$ cat config.mk
export PLATFORM = sky130hd
export DESIGN_NAME = vbisp_top
export DESIGN_NICKNAME = d
export VERILOG_FILES = /design/src/hdl/vbisp_pkg.sv /design/src/hdl/vbisp_sync.sv /design/src/hdl/vbisp_top.sv
export SDC_FILE = /design/constraint.sdc
export NUM_CORES = 1
export LEC_CHECK = 0
export BUFFER_PORTS_ARGS = -buffer_cell sky130_fd_sc_hd__buf_2
export CAP_MARGIN = 20
export CORE_ASPECT_RATIO = 0.75
export CORE_UTILIZATION = 40
export DETAILED_ROUTE_END_ITERATION = 8
export PLACE_DENSITY = 0.61
export REMOVE_ABC_BUFFERS = 1
export SETUP_SLACK_MARGIN = 0.2
export SLEW_MARGIN = 20
export SYNTH_ARGS = -nofsm -noshare
export SYNTH_HDL_FRONTEND = slang
export SYNTH_HIERARCHICAL = 1
export SYNTH_SLANG_ARGS = --single-unit
$ cat constraint.sdc
create_clock -name clk -period 3.17 [get_ports clk]
set_clock_uncertainty 0.15 [all_clocks]
set_input_delay 0.634 -clock clk [delete_from_list [all_inputs] [get_ports clk]]
set_output_delay 0.634 -clock clk [all_outputs]
set_load 0.02 [all_outputs]
$ cat src/hdl/vbisp_pkg.sv
/*
 Shared constants and carrier types for the video buffer serial slave port.
 Assumes a 25 MHz system clock sampling the two-wire bus pins.
*/
package vbisp_pkg;
	localparam logic [4:0] VBISP_ADDR_FIXED = 5'h0B;
	localparam int VBISP_ADDR_FIXED_W = 5;
	localparam int VBISP_BYTE_W = 8;
	localparam logic [3:0] VBISP_BIT_LAST = 4'h7;
	localparam logic [3:0] VBISP_BIT_FIRST = 4'h0;
	localparam logic [7:0] VBISP_RESET_BYTE = 8'h00;
	localparam int VBISP_CLK_MHZ = 25;
	localparam int VBISP_SYNC_STAGES = 2;

	typedef struct packed {
		logic scl;
		logic sda;
	} vbisp_bus_t;

	typedef struct packed {
		logic [7:0] subaddr;
		logic [7:0] data;
	} vbisp_wr_t;

	typedef enum logic [2:0] {
		VBISP_IDLE,
		VBISP_ADDR,
		VBISP_ACK,
		VBISP_RX,
		VBISP_TX,
		VBISP_MACK,
		VBISP_HOLD
	} vbisp_state_t;
endpackage

$ cat src/hdl/vbisp_sync.sv
/*
 Two-stage synchroniser for a vector of bus pins.
 Assumes the inputs are asynchronous to clk.
*/
`timescale 1ns/100ps
`default_nettype none
module vbisp_sync #(
	parameter int W = 2
) (
	input wire logic clk, // system clock
	input wire logic rst, // async reset, high
	input wire logic [W-1:0] din, // raw pins
	output logic [W-1:0] dout // synchronised copy
);
	logic [W-1:0] meta_reg;

	// first stage feeds only the second; idle bus is high
	always_ff @(posedge clk or posedge rst) begin
		if (rst) begin
			meta_reg <= '1;
			dout <= '1;
		end else begin
			meta_reg <= din;
			dout <= meta_reg;
		end
	end
endmodule
`default_nettype wire

$ cat src/hdl/vbisp_top.sv
/*
 Two-wire slave port of a three-channel video buffer: start/stop detection,
 address match, one subaddress plus one data byte per write, one byte per read.
 Assumes an external master drives the clock line and that the register file
 lives outside, reached through wr_* strobes and rd_data.
*/
// Notes on behaviour
// - data falling while clock high starts
// - data changes only while clock low
// - acknowledge only on address match
// - eight bits msb first, ninth acknowledges
// - data rising while clock high stops
// - after stop, idle until matched start
// - transmitter releases data during acknowledge
// - receiver pulls data low each byte up to a write's data byte; later bytes get none
// - one register written per transfer
// - read: address acked, master acknowledges bytes
// - only one byte returned per read
// - first byte after start is address
// - address 01011, select pins, direction
// - select pins used live, not latched
// - works at standard and fast rates
// - lines open-drain, released when idle
// - write: address, subaddress, one data byte
`timescale 1ns/100ps
`default_nettype none
module vbisp_top (
	input wire logic clk, // 25 MHz system clock
	input wire logic rst, // async reset, high
	input wire logic scl_in, // serial clock pin level
	input wire logic sda_in, // serial data pin level
	output logic sda_out, // data drive level, always low
	output logic sda_oe, // high while pulling data low
	output logic scl_out, // clock drive level, unused
	output logic scl_oe, // never drives clock
	input wire logic address_select_upper_pin, // address bit 2
	input wire logic address_select_lower_pin, // address bit 1
	output logic [7:0] wr_subaddr, // subaddress of last write
	output logic [7:0] wr_data, // data of last write
	output logic wr_strobe, // one-cycle write pulse
	output logic [7:0] rd_subaddr, // subaddress for reads
	input wire logic [7:0] rd_data, // register contents at rd_subaddr
	output logic busy // transfer in progress from start, before address match too
);
	vbisp_pkg::vbisp_bus_t pin_sync;
	vbisp_pkg::vbisp_bus_t pin_prev;
	logic [1:0] sel_meta_reg;
	logic [1:0] sel_reg;
	vbisp_pkg::vbisp_state_t state_reg;
	logic [3:0] bit_reg;
	logic [7:0] shift_reg;
	logic rw_reg;
	logic sub_done_reg;
	logic data_done_reg;
	logic sda_oe_reg;
	logic [7:0] sub_reg;
	vbisp_pkg::vbisp_wr_t wr_reg;
	logic strobe_reg;
	logic busy_reg;
	logic sda_out_reg;
	logic scl_out_reg;
	logic scl_oe_reg;

	logic scl_rise;
	logic scl_fall;
	logic start_det;
	logic stop_det;
	logic in_byte;
	logic byte_end;
	logic addr_end;
	logic rx_end;
	logic addr_ok;
	logic rd_start;

	function automatic logic addr_match(input logic [7:0] b, input logic [1:0] sel);
		addr_match = (b[7:3] == vbisp_pkg::VBISP_ADDR_FIXED) && (b[2:1] == sel);
	endfunction

	vbisp_sync #(
		.W(vbisp_pkg::VBISP_SYNC_STAGES)
	) u_sync (
		.clk(clk),
		.rst(rst),
		.din({scl_in, sda_in}),
		.dout(pin_sync)
	);

	// select pins sampled continuously, never latched per transfer
	always_ff @(posedge clk or posedge rst) begin
		if (rst) begin
			sel_meta_reg <= 2'h0;
			sel_reg <= 2'h0;
		end else begin
			sel_meta_reg <= {address_select_upper_pin, address_select_lower_pin};
			sel_reg <= sel_meta_reg;
		end
	end

	always_ff @(posedge clk or posedge rst) begin
		if (rst) begin
			pin_prev <= '1;
		end else begin
			pin_prev <= pin_sync;
		end
	end

	// at 25 MHz a fast-mode high phase spans ~15 samples, so edges are seen
	assign scl_rise = pin_sync.scl && !pin_prev.scl;
	assign scl_fall = !pin_sync.scl && pin_prev.scl;
	// data only legal to move with clock low; a move with clock high is framing
	assign start_det = pin_sync.scl && pin_prev.scl && pin_prev.sda && !pin_sync.sda;
	assign stop_det = pin_sync.scl && pin_prev.scl && !pin_prev.sda && pin_sync.sda;

	// byte boundaries, shared by the state, counter, flag and drive logic
	assign in_byte = (state_reg == vbisp_pkg::VBISP_ADDR)
		|| (state_reg == vbisp_pkg::VBISP_RX);
	assign byte_end = in_byte && scl_fall && (bit_reg == vbisp_pkg::VBISP_BIT_LAST);
	assign addr_end = byte_end && (state_reg == vbisp_pkg::VBISP_ADDR);
	assign rx_end = byte_end && (state_reg == vbisp_pkg::VBISP_RX);
	assign addr_ok = addr_match(shift_reg, sel_reg);
	assign rd_start = (state_reg == vbisp_pkg::VBISP_ACK) && scl_fall
		&& rw_reg && !sub_done_reg;

	// one block per concern; stop outranks start, start outranks the byte flow
	always_ff @(posedge clk or posedge rst) begin
		if (rst) begin
			state_reg <= vbisp_pkg::VBISP_IDLE;
		end else if (stop_det) begin
			state_reg <= vbisp_pkg::VBISP_IDLE;
		end else if (start_det) begin
			state_reg <= vbisp_pkg::VBISP_ADDR;
		end else begin
			case (state_reg)
				vbisp_pkg::VBISP_IDLE: begin
					state_reg <= vbisp_pkg::VBISP_IDLE;
				end
				vbisp_pkg::VBISP_ADDR: begin
					if (byte_end) begin
						if (addr_ok) begin
							state_reg <= vbisp_pkg::VBISP_ACK;
						end else begin
							state_reg <= vbisp_pkg::VBISP_IDLE;
						end
					end
				end
				vbisp_pkg::VBISP_RX: begin
					if (byte_end) begin
						if (data_done_reg) begin
							state_reg <= vbisp_pkg::VBISP_HOLD;
						end else begin
							state_reg <= vbisp_pkg::VBISP_ACK;
						end
					end
				end
				vbisp_pkg::VBISP_ACK: begin
					if (scl_fall) begin
						if (rd_start) begin
							state_reg <= vbisp_pkg::VBISP_TX;
						end else begin
							state_reg <= vbisp_pkg::VBISP_RX;
						end
					end
				end
				vbisp_pkg::VBISP_TX: begin
					if (scl_fall && bit_reg == vbisp_pkg::VBISP_BIT_LAST) begin
						state_reg <= vbisp_pkg::VBISP_MACK;
					end
				end
				vbisp_pkg::VBISP_MACK: begin
					// master's acknowledge or not: either way no further byte
					if (scl_fall) begin
						state_reg <= vbisp_pkg::VBISP_HOLD;
					end
				end
				vbisp_pkg::VBISP_HOLD: begin
					state_reg <= vbisp_pkg::VBISP_HOLD;
				end
				default: begin
					state_reg <= vbisp_pkg::VBISP_IDLE;
				end
			endcase
		end
	end

	// the start's own clock fall is no data bit, so count from one below
	always_ff @(posedge clk or posedge rst) begin
		if (rst) begin
			bit_reg <= vbisp_pkg::VBISP_BIT_FIRST;
		end else if (stop_det) begin
			bit_reg <= vbisp_pkg::VBISP_BIT_FIRST;
		end else if (start_det) begin
			bit_reg <= vbisp_pkg::VBISP_BIT_FIRST - 4'h1;
		end else if (scl_fall && (in_byte || state_reg == vbisp_pkg::VBISP_TX)) begin
			if (bit_reg == vbisp_pkg::VBISP_BIT_LAST) begin
				bit_reg <= vbisp_pkg::VBISP_BIT_FIRST;
			end else begin
				bit_reg <= bit_reg + 4'h1;
			end
		end
	end

	always_ff @(posedge clk or posedge rst) begin
		if (rst) begin
			shift_reg <= vbisp_pkg::VBISP_RESET_BYTE;
		end else if (!stop_det && !start_det) begin
			if (in_byte && scl_rise) begin
				shift_reg <= {shift_reg[6:0], pin_sync.sda};
			end else if (rd_start) begin
				shift_reg <= {rd_data[6:0], 1'b0};
			end else if (state_reg == vbisp_pkg::VBISP_TX && scl_fall) begin
				shift_reg <= {shift_reg[6:0], 1'b0};
			end
		end
	end

	always_ff @(posedge clk or posedge rst) begin
		if (rst) begin
			rw_reg <= 1'b0;
		end else if (!stop_det && !start_det && addr_end && addr_ok) begin
			rw_reg <= shift_reg[0];
		end
	end

	// flags say which bytes of this transfer have been taken
	always_ff @(posedge clk or posedge rst) begin
		if (rst) begin
			sub_done_reg <= 1'b0;
			data_done_reg <= 1'b0;
		end else if (start_det) begin
			sub_done_reg <= 1'b0;
			data_done_reg <= 1'b0;
		end else if (!stop_det) begin
			if (rx_end && !data_done_reg) begin
				if (sub_done_reg) begin
					data_done_reg <= 1'b1;
				end else begin
					sub_done_reg <= 1'b1;
				end
			end else if (rd_start) begin
				sub_done_reg <= 1'b1;
			end
		end
	end

	// drive changes only follow a synchronised clock fall, so they land with clock low
	always_ff @(posedge clk or posedge rst) begin
		if (rst) begin
			sda_oe_reg <= 1'b0;
		end else if (stop_det || start_det) begin
			sda_oe_reg <= 1'b0;
		end else begin
			case (state_reg)
				vbisp_pkg::VBISP_ADDR: begin
					if (byte_end && addr_ok) begin
						sda_oe_reg <= 1'b1;
					end
				end
				vbisp_pkg::VBISP_RX: begin
					if (byte_end && !data_done_reg) begin
						sda_oe_reg <= 1'b1;
					end
				end
				vbisp_pkg::VBISP_ACK: begin
					// hold low through the whole ninth high phase; on its fall release, or drive a read's first bit
					if (rd_start) begin
						sda_oe_reg <= !rd_data[vbisp_pkg::VBISP_BYTE_W-1];
					end else if (scl_fall) begin
						sda_oe_reg <= 1'b0;
					end
				end
				vbisp_pkg::VBISP_TX: begin
					if (scl_fall) begin
						if (bit_reg == vbisp_pkg::VBISP_BIT_LAST) begin
							sda_oe_reg <= 1'b0;
						end else begin
							sda_oe_reg <= !shift_reg[7];
						end
					end
				end
				vbisp_pkg::VBISP_MACK: begin
					sda_oe_reg <= 1'b0;
				end
				default: begin
					sda_oe_reg <= 1'b0;
				end
			endcase
		end
	end

	// status leaves from a flop; lags the state by one cycle
	always_ff @(posedge clk or posedge rst) begin
		if (rst) begin
			busy_reg <= 1'b0;
		end else begin
			busy_reg <= (state_reg != vbisp_pkg::VBISP_IDLE);
		end
	end

	// open-drain: only ever pull low, and the clock line is never pulled
	always_ff @(posedge clk or posedge rst) begin
		if (rst) begin
			sda_out_reg <= 1'b0;
			scl_out_reg <= 1'b0;
			scl_oe_reg <= 1'b0;
		end else begin
			sda_out_reg <= 1'b0;
			scl_out_reg <= 1'b0;
			scl_oe_reg <= 1'b0;
		end
	end

	// subaddress kept across transfers so a later read uses it
	always_ff @(posedge clk or posedge rst) begin
		if (rst) begin
			sub_reg <= vbisp_pkg::VBISP_RESET_BYTE;
			wr_reg <= '0;
			strobe_reg <= 1'b0;
		end else begin
			strobe_reg <= 1'b0;
			if (!stop_det && !start_det && state_reg == vbisp_pkg::VBISP_RX && scl_fall
					&& bit_reg == vbisp_pkg::VBISP_BIT_LAST && !data_done_reg) begin
				if (!sub_done_reg) begin
					sub_reg <= shift_reg;
				end else begin
					wr_reg.subaddr <= sub_reg;
					wr_reg.data <= shift_reg;
					strobe_reg <= 1'b1;
				end
			end
		end
	end

	assign sda_out = sda_out_reg;
	assign sda_oe = sda_oe_reg;
	assign scl_out = scl_out_reg;
	assign scl_oe = scl_oe_reg;
	assign wr_subaddr = wr_reg.subaddr;
	assign wr_data = wr_reg.data;
	assign wr_strobe = strobe_reg;
	assign rd_subaddr = sub_reg;
	assign busy = busy_reg;
endmodule
`default_nettype wire

# --- Yosys cells after proc, flatten, opt, wreduce, memory -nomap -nowiden ---
# Cells that the tools add are included.
totals:
  in_bits: 14
  ff_bits: 55
  word_cells: 130
  output_inout_bits: 30
op_classes:
  reduce_logical: 55
  n_addsub: 1
  bitwise: 1
  n_eq_ne: 19
  mux: 36
ops:
  columns: ["operator", "count"]
  rows:
  - ["$logic_and 1x1->1", 29]
  - ["$mux 3", 9]
  - ["$mux 8", 3]
  - ["$ne 4x4->1 const B", 5]
  - ["$pmux 3 s6", 1]
  - ["$mux 1", 17]
  - ["$mux 4", 4]
  - ["$reduce_bool 3->1", 4]
  - ["$logic_not 1->1", 10]
  - ["$eq 3x3->1 const B", 3]
  - ["$reduce_and 2->1", 4]
  - ["$eq 3x2->1 const B", 2]
  - ["$eq 5x4->1 const B", 1]
  - ["$reduce_and 5->1", 1]
  - ["$add 4x1->4 const B", 1]
  - ["$eq 4x3->1 const B", 1]
  - ["$ne 4x3->1 const B", 1]
  - ["$pmux 1 s4", 1]
  - ["$reduce_and 4->1", 1]
  - ["$reduce_bool 2->1", 2]
  - ["$eq 3x1->1 const B", 1]
  - ["$logic_or 1x1->1", 3]
  - ["$ne 3x1->1 const B", 1]
  - ["$ne 3x2->1 const B", 1]
  - ["other kinds (6)", 6]

# --- Longest topological paths before layout ---
# Gate-level depths: netlist (run 1).
depth:
  ltp_word: 10
  depth_mapped: 8
  mapped_depth_nobuf: 6

# --- Cells and area by module ---
# The synthesis (run 1) kept the hierarchy.
by_module_without_submodules:
  columns: ["module", "seq_area_each_um2", "area_per_inst_um2", "cells_per_inst", "instances"]
  rows:
  - ["vbisp_top", 1278.7, 2382.3, 196, 1]
  - ["vbisp_sync", 105.1, 108.9, 5, 1]

# --- Least setup slack after synthesis (run 1) ---
# OpenSTA, ideal clock, no wires.
synth_path:
  path_kind: "register to register"
  start: "register bit_reg[0]"
  end: "register sub_reg[0], in the netlist rd_subaddr[0]"
  n_path_buf: 1
  path_slack_ps: 1102
  arrival_time_ps: 1790
  period_less_slack_ps: 2068
  setup_time_ps: 128
  t_required_ps: 2892
  stages_incl_launch_ff: 8
  cell_sequence: "dfrtp_1 ha_1 and3b_1 buf_2 nand2_2 or3_4 nor2_8 mux2_1"
synth_via:
  elab_chain_cells: 4
synth_lines:
  columns: ["element", "line", "source"]
  rows:
  - ["start, declared", "vbisp_top.sv:50", "logic [3:0] bit_reg;"]
  - ["start signal, assigned", "vbisp_top.sv:188", "bit_reg <= vbisp_pkg::VBISP_BIT_FIRST;"]
  - ["start signal, assigned", "vbisp_top.sv:190", "bit_reg <= vbisp_pkg::VBISP_BIT_FIRST;"]
  - ["start signal, assigned", "vbisp_top.sv:192", "bit_reg <= vbisp_pkg::VBISP_BIT_FIRST - 4'h1;"]
  - ["$eq 4x3->1", "vbisp_top.sv:321", "&& bit_reg == vbisp_pkg::VBISP_BIT_LAST && !data_done_reg) begin"]
  - ["$logic_and 1x1->1 (2 in series)", "vbisp_top.sv:321", null]
  - ["$reduce_and 2->1 (no source line)", null, null]
  - ["end signal, assigned", "vbisp_top.sv:315", "sub_reg <= vbisp_pkg::VBISP_RESET_BYTE;"]
  - ["end signal, assigned", "vbisp_top.sv:323", "sub_reg <= shift_reg;"]
  - ["end, declared", "vbisp_top.sv:56", "logic [7:0] sub_reg;"]
# No other way between the ends.
# A chain may end at the register's enable or synchronous reset.

# --- Final worst setup path (run 1) ---
layout_path:
  start: "register bit_reg[0]"
  end: "register sub_reg[6], in the netlist rd_subaddr[6]"
# The elaborated chain is that of the path after synthesis.

==> results of run 1 <==
metal layers:
metal / vias up / share of wire (%) / global-route usage [%]
met5: - / 0 / 0
met4: 0 / 1.4 / 5.641
met3: 8 / 5.9 / 4.248
met2: 59 / 41 / 23.20
met1: 809 / 52 / 24.07
li1: 803 / - / -
layout make-up:
class                   count  area share, %
clock inverters             3          1.612
multi-input cells         134          35.99
repair buffers             43          7.756
clock buffers               5          2.397
well taps                  78          3.399
inverters                   5         0.6536
flip-flops and latches     55          48.19
power breakdown:
group / total [W] / internal, W / switching [W]
Combinational: 0.0000934 / 0.0000386 / 0.0000547
Clock: 0.000478 / 0.000238 / 0.000240
Sequential: 0.000762 / 0.000732 / 0.0000299
critical path, stage by stage, from the launching register on:
cell and delay (ps):
dfrtp_1 400, ha_1 190, and3b_1 350, nand2_2 140, or3_4 420, nor2_8 180, mux2_1 340
metrics by stage:
step | setup slack, ps | power, W
after floorplan | 1087 | 0.0008347
final | 888.2 | 0.001334
after CTS | 868.3 | 0.001350
after detailed placement | 892.9 | 0.0008704
after global placement | 950.8 | 0.0008682
after global routing | 684.3 | 0.001394
path summary, 6_finish.rpt:
check | to | cells past startpoint
hold / removal | wr_data[1] | 2
setup / recovery | rd_subaddr[6] | 6
hold reg to reg | sel_reg[1] | 0
setup reg to reg | rd_subaddr[6] | 6
min in group clk | sel_reg[1] | 0
max in group asynchronous | pin_prev[0] | 3
cell families (layout without fill, tap and decap cells):
kind of cell	after synthesis	count (layout)	synth area share (%)
AND/OR/NAND/NOR	57	57	15.02
flip-flops	55	55	55.55
multiplexers	35	35	15.37
AO/OA/AOI/OAI	34	34	8.740
buffers and inverters	14	56	3.265
XOR/XNOR	4	4	1.407
adder cells (fa/ha/maj)	1	1	0.5022
other	1	3	0.1505
cell usage in the layout (no fill, tap or decap), types with 2 or more instances in the layout:
cell type   n
and2b_1     3
a21oi_1    14
a31oi_1     3
nand2_2     2
nand3_1     4
xor2_1      3
clkbuf_8    5
or3_1       3
o21ai_1     5
nor2_1     12
inv_1       4
nand4b_1    3
mux2i_1     9
nand2_1    10
dfstp_2     6
and3b_1     2
nor4_1      2
dfrtp_1    49
conb_1      3
o21ai_0     3
buf_2      40
nand4_1     2
buf_4       3
mux2_1     25
==> reports/qor.yml, run 1 <==
fin_crit_ps: 2282
worstSetupEndpointType: "flop"
finalCritPeriodShare_pct: 71.98
drt-total-wl_um: 4813
cts_buffers: 5
crit_type: "flop to flop"
synth.distinct_cells: 51
powerDensity_nw_per_um2: 464.5
ant_nets: 0
synthArstFlopShare_pct: 100.0
rsz0062_at_grt: "false"
avgSynthCellArea_um2: 12.39
cp_data_arrival_time_ps: 2330
ys_top_cells_by_area: "dfrtp_1 (49%), mux2_1 (11%), dfstp_2 (6.3%)"
drive_gt1_share_pct: 29.39
vias_per_cell: 5.198
synth_cells: 201
synth_edf_count: 0
critPathLaunch: "bit_reg[0]"
wl_per_cell_um: 14.90
p_leak_nw: 1.454
placed_cells: 315
grt_max_degree: 24
cts.sinks: 55
slew_headroom_pct: 56.79
cts_root_buffer: "clkbuf_8"
antenna_cells: 0
fillCellCount: 544
irDropWorstVdd_mv: 0.2568
yosys_warnings: 6
final_core_util_pct: 48.54
die_y_um: 70.35
clk_pin_slew_ps: 100
hp-class: "primary input to asynchronous set/reset pin"
die_x_um: 93.13
status: "finished, final reports clean"
setup_viol: 0
dp.final_hpwl_um: 3475
reg2reg_slack_ps: 890
io_buffers: 40
drv_slew: 0
setup-tns-final_ps: 0
fin_nets: 259
yosysTopAreaCell: "dfrtp_1"
cts_hold_buf: 0
ios: 44
synthMostInstantiatedCell: "dfrtp_1"
grtUsageTotal_pct: 16.36
clk_path_buf_depth: 2
die_area_um2: 6551
ys_top_cells_by_count: "dfrtp_1 (49), mux2_1 (25), a21oi_1 (14), nor2_1 (12), nand2_1 (10)"
core_area_um2: 5916
clk-insertion-delay-late_ps: 310
h-tree-depth: 2
netlist_area_um2: 2491
regArea_um2: 1384
seq_area_frac_synth_pct: 55.55
ctsResizeCount: 0
overflow: 0
vias: 1679
stdcell_count: 323
antenna_found_initial: 0
finalHoldViolations: 0
rr_startpoint: "bit_reg[0]"
post-cts-setup-buffer-count: 0
worstPathRequired_ps: 3220
holdWs_ps: 116.9
syn_to_final_growth_pct: 15.27
grt_pass1_vias: 1658
cts_tree: "yes"
ys_ff_latch: 55
drcViolationCount: 0
drt_iter0_drc: 102
worstSetupStartpointType: "flop"
num_rows: 24
yosys.area.top_type_share_pct: 49.22
dpl_cell_area_um2: 2756
initial_core_util_pct: 42.11
fmax_ghz: 0.4382
ys.flop_type: "dfrtp_1"
stdcell_area_um2: 2872
multi_input_area_um2: 1033
critical_path_peak_fanout: 8
place.gp.congestion: 0.8780
worst_pin_slew_ps: 648.2
maxCapViolCount: 0
grt_pass1_wl_um: 8238
first_pass_iters: 4
No activity file was read; power rests on OpenSTA's default activity.
==> inputs of run 2 (changes only) <==
==> constraint.sdc (replaced) <==
create_clock -name clk -period 2.1 [get_ports clk]
set_clock_uncertainty 0.15 [all_clocks]
set_input_delay 0.42 -clock clk [delete_from_list [all_inputs] [get_ports clk]]
set_output_delay 0.42 -clock clk [all_outputs]
set_load 0.02 [all_outputs]
==> reports/qor.yml, run 2 (same netlist as run 1, synthesis figures left out) <==
h-tree-depth: 2
layout_common_cells: "dfrtp_1 (48), buf_2 (40), buf_4 (27), mux2_1 (13), mux2_4 (13)"
status: "finished, final reports clean"
die_x_um: 93.13
rsz0062_at_grt: "true"
clk-insertion-delay-late_ps: 310
cp_data_arrival_time_ps: 2100
reg2reg_depth: 5
worstSetupEndpointType: "flop"
initial_core_util_pct: 42.11
io_buffers: 40
stdcell_area_um2: 3426
worstPathRequired_ps: 2150
grtUsageTotal_pct: 17.39
syn_to_final_growth_pct: 37.52
cts_buffers: 5
clk_path_buf_depth: 2
vias: 1835
cts_root_buffer: "clkbuf_8"
overflow: 0
grt_max_degree: 23
finalCritPeriodShare_pct: 97.37
crit_type: "flop to flop"
finalHoldViolations: 0
dpl_cell_area_um2: 2937
powerDensity_nw_per_um2: 569.3
die_area_um2: 6551
grt_pass1_vias: 1754
critical_path_peak_fanout: 8
antenna_cells: 0
core_area_um2: 5916
cts_tree: "yes"
stdcell_count: 356
drt_iter0_drc: 129
cts.sinks: 55
ant_nets: 0
first_pass_iters: 4
grt_pass1_wl_um: 8687
placed_cells: 334
setup_viol: 0
hp-class: "primary input to flop"
drv_slew: 0
fin_nets: 292
num_rows: 24
irDropWorstVdd_mv: 0.3292
place.gp.congestion: 0.8727
antenna_found_initial: 0
worstSetupStartpointType: "flop"
final_common_cell: "dfrtp_1"
fin_crit_ps: 2045
maxCapViolCount: 0
drcViolationCount: 0
hold_depth: 1
fmax_ghz: 0.4890
p_total_w: 0.001950
drive_gt1_share_pct: 51.80
clk_pin_slew_ps: 100
die_y_um: 70.35
fillCellCount: 496
dp.final_hpwl_um: 3677
p_leak_nw: 1.681
vias_per_cell: 5.154
drt-total-wl_um: 5830
ios: 44
wl_per_cell_um: 16.38
## run 2: changes by cell type in the layout (fill, tap and decap cells not counted), moves of 2 or more
cell / change
buf_12: +3
mux2_1: -12
buf_6: +2
buf_4: +24
nor2_1: -7
nor2_4: +7
a21oi_2: +9
mux2_4: +13
a21oi_1: -9
clkbuf_16: +3
## run 2: per-stage QoR
step / util (%) / setup WS [ps] / TNS (ps) / hold WS [ps]
floorplan: - / 17.19 / 0 / 181.2
global placement: 49.64 / 116.1 / 0 / 182.5
detailed placement: 49.64 / 65.26 / 0 / 194.4
CTS: 52.07 / 54.83 / 0 / 35.77
global route: 57.91 / -34.56 / -383.4 / 28.56
finish: 57.91 / 55.20 / 0 / 49.59
## run 2: repair_timing
| action | CTS | global route |
|---|---|---|
| endpoints found under the hold margin | 16 | 0 |
| endpoints found under the setup margin | 26 | 37 |
| resized for setup | 11 | 45 |
| hold buffers | 1 | 0 |
| pin swaps | 5 | 20 |
| gates cloned | 0 | 3 |
| setup buffers | 1 | 9 |
## run 2: cell type report
| cell class | instances | area (um2) | area share [%] |
|---|---|---|---|
| Timing Repair Buffer | 76 | 570.5 | 16.65 |
| Tap cell | 78 | 97.59 | 2.849 |
| Clock inverter | 3 | 20.02 | 0.5844 |
| Clock buffer | 5 | 68.82 | 2.009 |
| Multi-Input combinational cell | 134 | 1265 | 36.92 |
| Sequential cell | 55 | 1385 | 40.43 |
| Inverter | 5 | 18.77 | 0.5478 |
## run 2: final timing paths
kind	from	endpoint	slack (ps)
max	state_reg[2]	rd_subaddr[4]	60
max in group asynchronous	rst	shift_reg[1]	750
min reg2reg	sel_meta_reg[0]	sel_reg[0]	210
min	scl_in	u_sync/meta_reg[1]	50
max reg2reg	state_reg[2]	rd_subaddr[4]	60
min in group asynchronous	rst	state_reg[1]	510
## run 2: critical path: stages (launching register included)
cell,delay [ps]
dfrtp_1,420
and2b_1,220
nand2_1,150
or3_4,440
nor2_8,220
mux2_4,330
## run 2: per-layer routing
metal | GRT usage (%) | wire, um
met5 | 0 | 0
met4 | 5.128 | 23
met3 | 3.159 | 239
met2 | 23.94 | 2611
met1 | 27.42 | 2957
## run 2: where the power goes
group	internal (W)	switching (W)
clock	0.000233	0.000356
combinational	0.0000962	0.000111
sequential	0.00111	0.0000474
total	0.00144	0.000515
==> inputs of run 3 (changes only) <==
--- a/config.mk
+++ b/config.mk
@@ -11,7 +11,6 @@
 export CORE_UTILIZATION = 40
 export DETAILED_ROUTE_END_ITERATION = 8
 export PLACE_DENSITY = 0.61
-export REMOVE_ABC_BUFFERS = 1
 export SETUP_SLACK_MARGIN = 0.2
 export SLEW_MARGIN = 20
 export SYNTH_ARGS = -nofsm -noshare
==> reports/qor.yml, run 3 (same netlist as run 1, synthesis figures left out) <==
fin_crit_ps: 1981
cts.sinks: 55
grt_max_degree: 32
drv_slew: 0
die_x_um: 93.13
final_common_cell: "dfrtp_1"
clk_path_buf_depth: 2
comb_power_share_pct: 9.9
irDropWorstVdd_mv: 0.3897
finalCritPeriodShare_pct: 94.32
worstSetupStartpointType: "flop"
status: "finished, final reports clean"
vias_per_cell: 5.054
drt_iter0_drc: 62
p_leak_nw: 1.605
initial_core_util_pct: 42.11
r2r-end: "rd_subaddr[5]"
internal_power_w: 0.001429
h-tree-depth: 2
whs_endpoint: "u_sync/meta_reg[1]"
reg2reg_depth: 5
finalHoldViolations: 0
drt-total-wl_um: 5129
worstPathRequired_ps: 2140
cts_buffers: 5
setup-tns-final_ps: 0
wl_per_cell_um: 14.57
fmax_ghz: 0.5048
first_pass_iters: 4
rr_startpoint: "pin_prev[1]"
hold_depth: 1
reg2reg_slack_ps: 120
final_core_util_pct: 53.17
cp_data_arrival_time_ps: 2020
dp.final_hpwl_um: 3687
stdcell_area_um2: 3146
place.gp.congestion: 0.8786
cts_root_buffer: "clkbuf_8"
holdCritStartpoint: "scl_in"
grt_pass1_wl_um: 8224
setup_viol: 0
p_clk_share_pct: 29.7
clk_pin_slew_ps: 100
grt_pass1_vias: 1645
die_area_um2: 6551
grtUsageTotal_pct: 16.42
ant_nets: 0
syn_to_final_growth_pct: 26.27
num_rows: 24
worstSetupEndpointType: "flop"
die_y_um: 70.35
power.switching_w: 0.0004707
maxCapViolCount: 0
powerDensity_nw_per_um2: 604.0
layout_common_cells: "dfrtp_1 (48), buf_2 (40), buf_4 (28), mux2_1 (22), a21oi_1 (14)"
critical_path_peak_fanout: 8
p_seq_share_pct: 60.4
vias: 1779
rsz0062_at_grt: "true"
ios: 44
clk-insertion-delay-late_ps: 300
fin_nets: 288
overflow: 0
crit_type: "flop to flop"
dpl_cell_area_um2: 2925
switching_share_pct: 24.77
antenna_cells: 0
antenna_found_initial: 0
drcViolationCount: 0
io_buffers: 40
drive_gt1_share_pct: 39.78
hp-class: "primary input to flop"
cts_tree: "yes"
core_area_um2: 5916
[run 3: cell type report]
class	count	area, um2
tap	78	97.59
inverter	5	18.77
multi-input combinational	134	1079
clock buffer	6	72.57
timing repair buffer	72	480.5
fill	512	2770
clock inverter	2	12.51
sequential	55	1385
[run 3: what timing repair did]
| action | CTS | global route |
|---|---|---|
| hold endpoints to repair | 18 | 0 |
| endpoints found under the setup margin | 27 | 36 |
| hold buffers | 1 | 0 |
| setup buffers | 2 | 10 |
| pin swaps | 3 | 6 |
| gates resized for setup | 2 | 8 |
[run 3: power groups by stage]
stage               clock, W  sequential [W]  combinational [W]
global route        0.000628         0.00115           0.000213
floorplan                  0         0.00116           0.000116
global placement           0         0.00117           0.000160
finish              0.000565         0.00115           0.000189
CTS                 0.000588         0.00115           0.000180
detailed placement         0         0.00117           0.000163
[run 3: how the worst max path moves through the flow]
stage | startpoint | to | slack (ps) | cells after the start
6_report | pin_prev[1] | rd_subaddr[5] | 120 | 5
5_1_grt | bit_reg[1] | rd_subaddr[5] | 50 | 6
4_1_cts | bit_reg[1] | rd_subaddr[0] | 120 | 6
3_5_place_dp | bit_reg[0] | rd_subaddr[7] | 60 | 6
3_3_place_gp | bit_reg[0] | rd_subaddr[5] | 80 | 6
2_1_floorplan | bit_reg[0] | rd_subaddr[0] | 80 | 7
[run 3: stage by stage]
stage / setup slack, ps / std cells / power, W / hold slack (ps)
2_1_floorplan: 75.08 / 203 / 0.001273 / 181.2
3_3_place_gp: 81.46 / 331 / 0.001326 / 185.4
3_5_place_dp: 55.59 / 331 / 0.001333 / 184.7
4_1_cts: 119.9 / 342 / 0.001915 / 53.21
5_1_grt: 54.06 / 352 / 0.001996 / 47.79
6_report: 119.2 / 352 / 0.001900 / 66.62
[run 3: critical path, cell delays in order (launching register included)]
cell     delay [ps]
dfstp_2         570
and2b_2         210
nand2_4          60
or3_4           360
nor2_8          190
mux2_1          340
[run 3: per-layer routing]
| layer | vias to the layer above | track usage (%) | part of all wire, % |
|---|---|---|---|
| met5 | - | 0 | 0 |
| met4 | 0 | 4.103 | 0.57 |
| met3 | 2 | 3.377 | 4.6 |
| met2 | 49 | 22.39 | 42 |
| met1 | 866 | 26.18 | 53 |
| li1 | 862 | - | - |
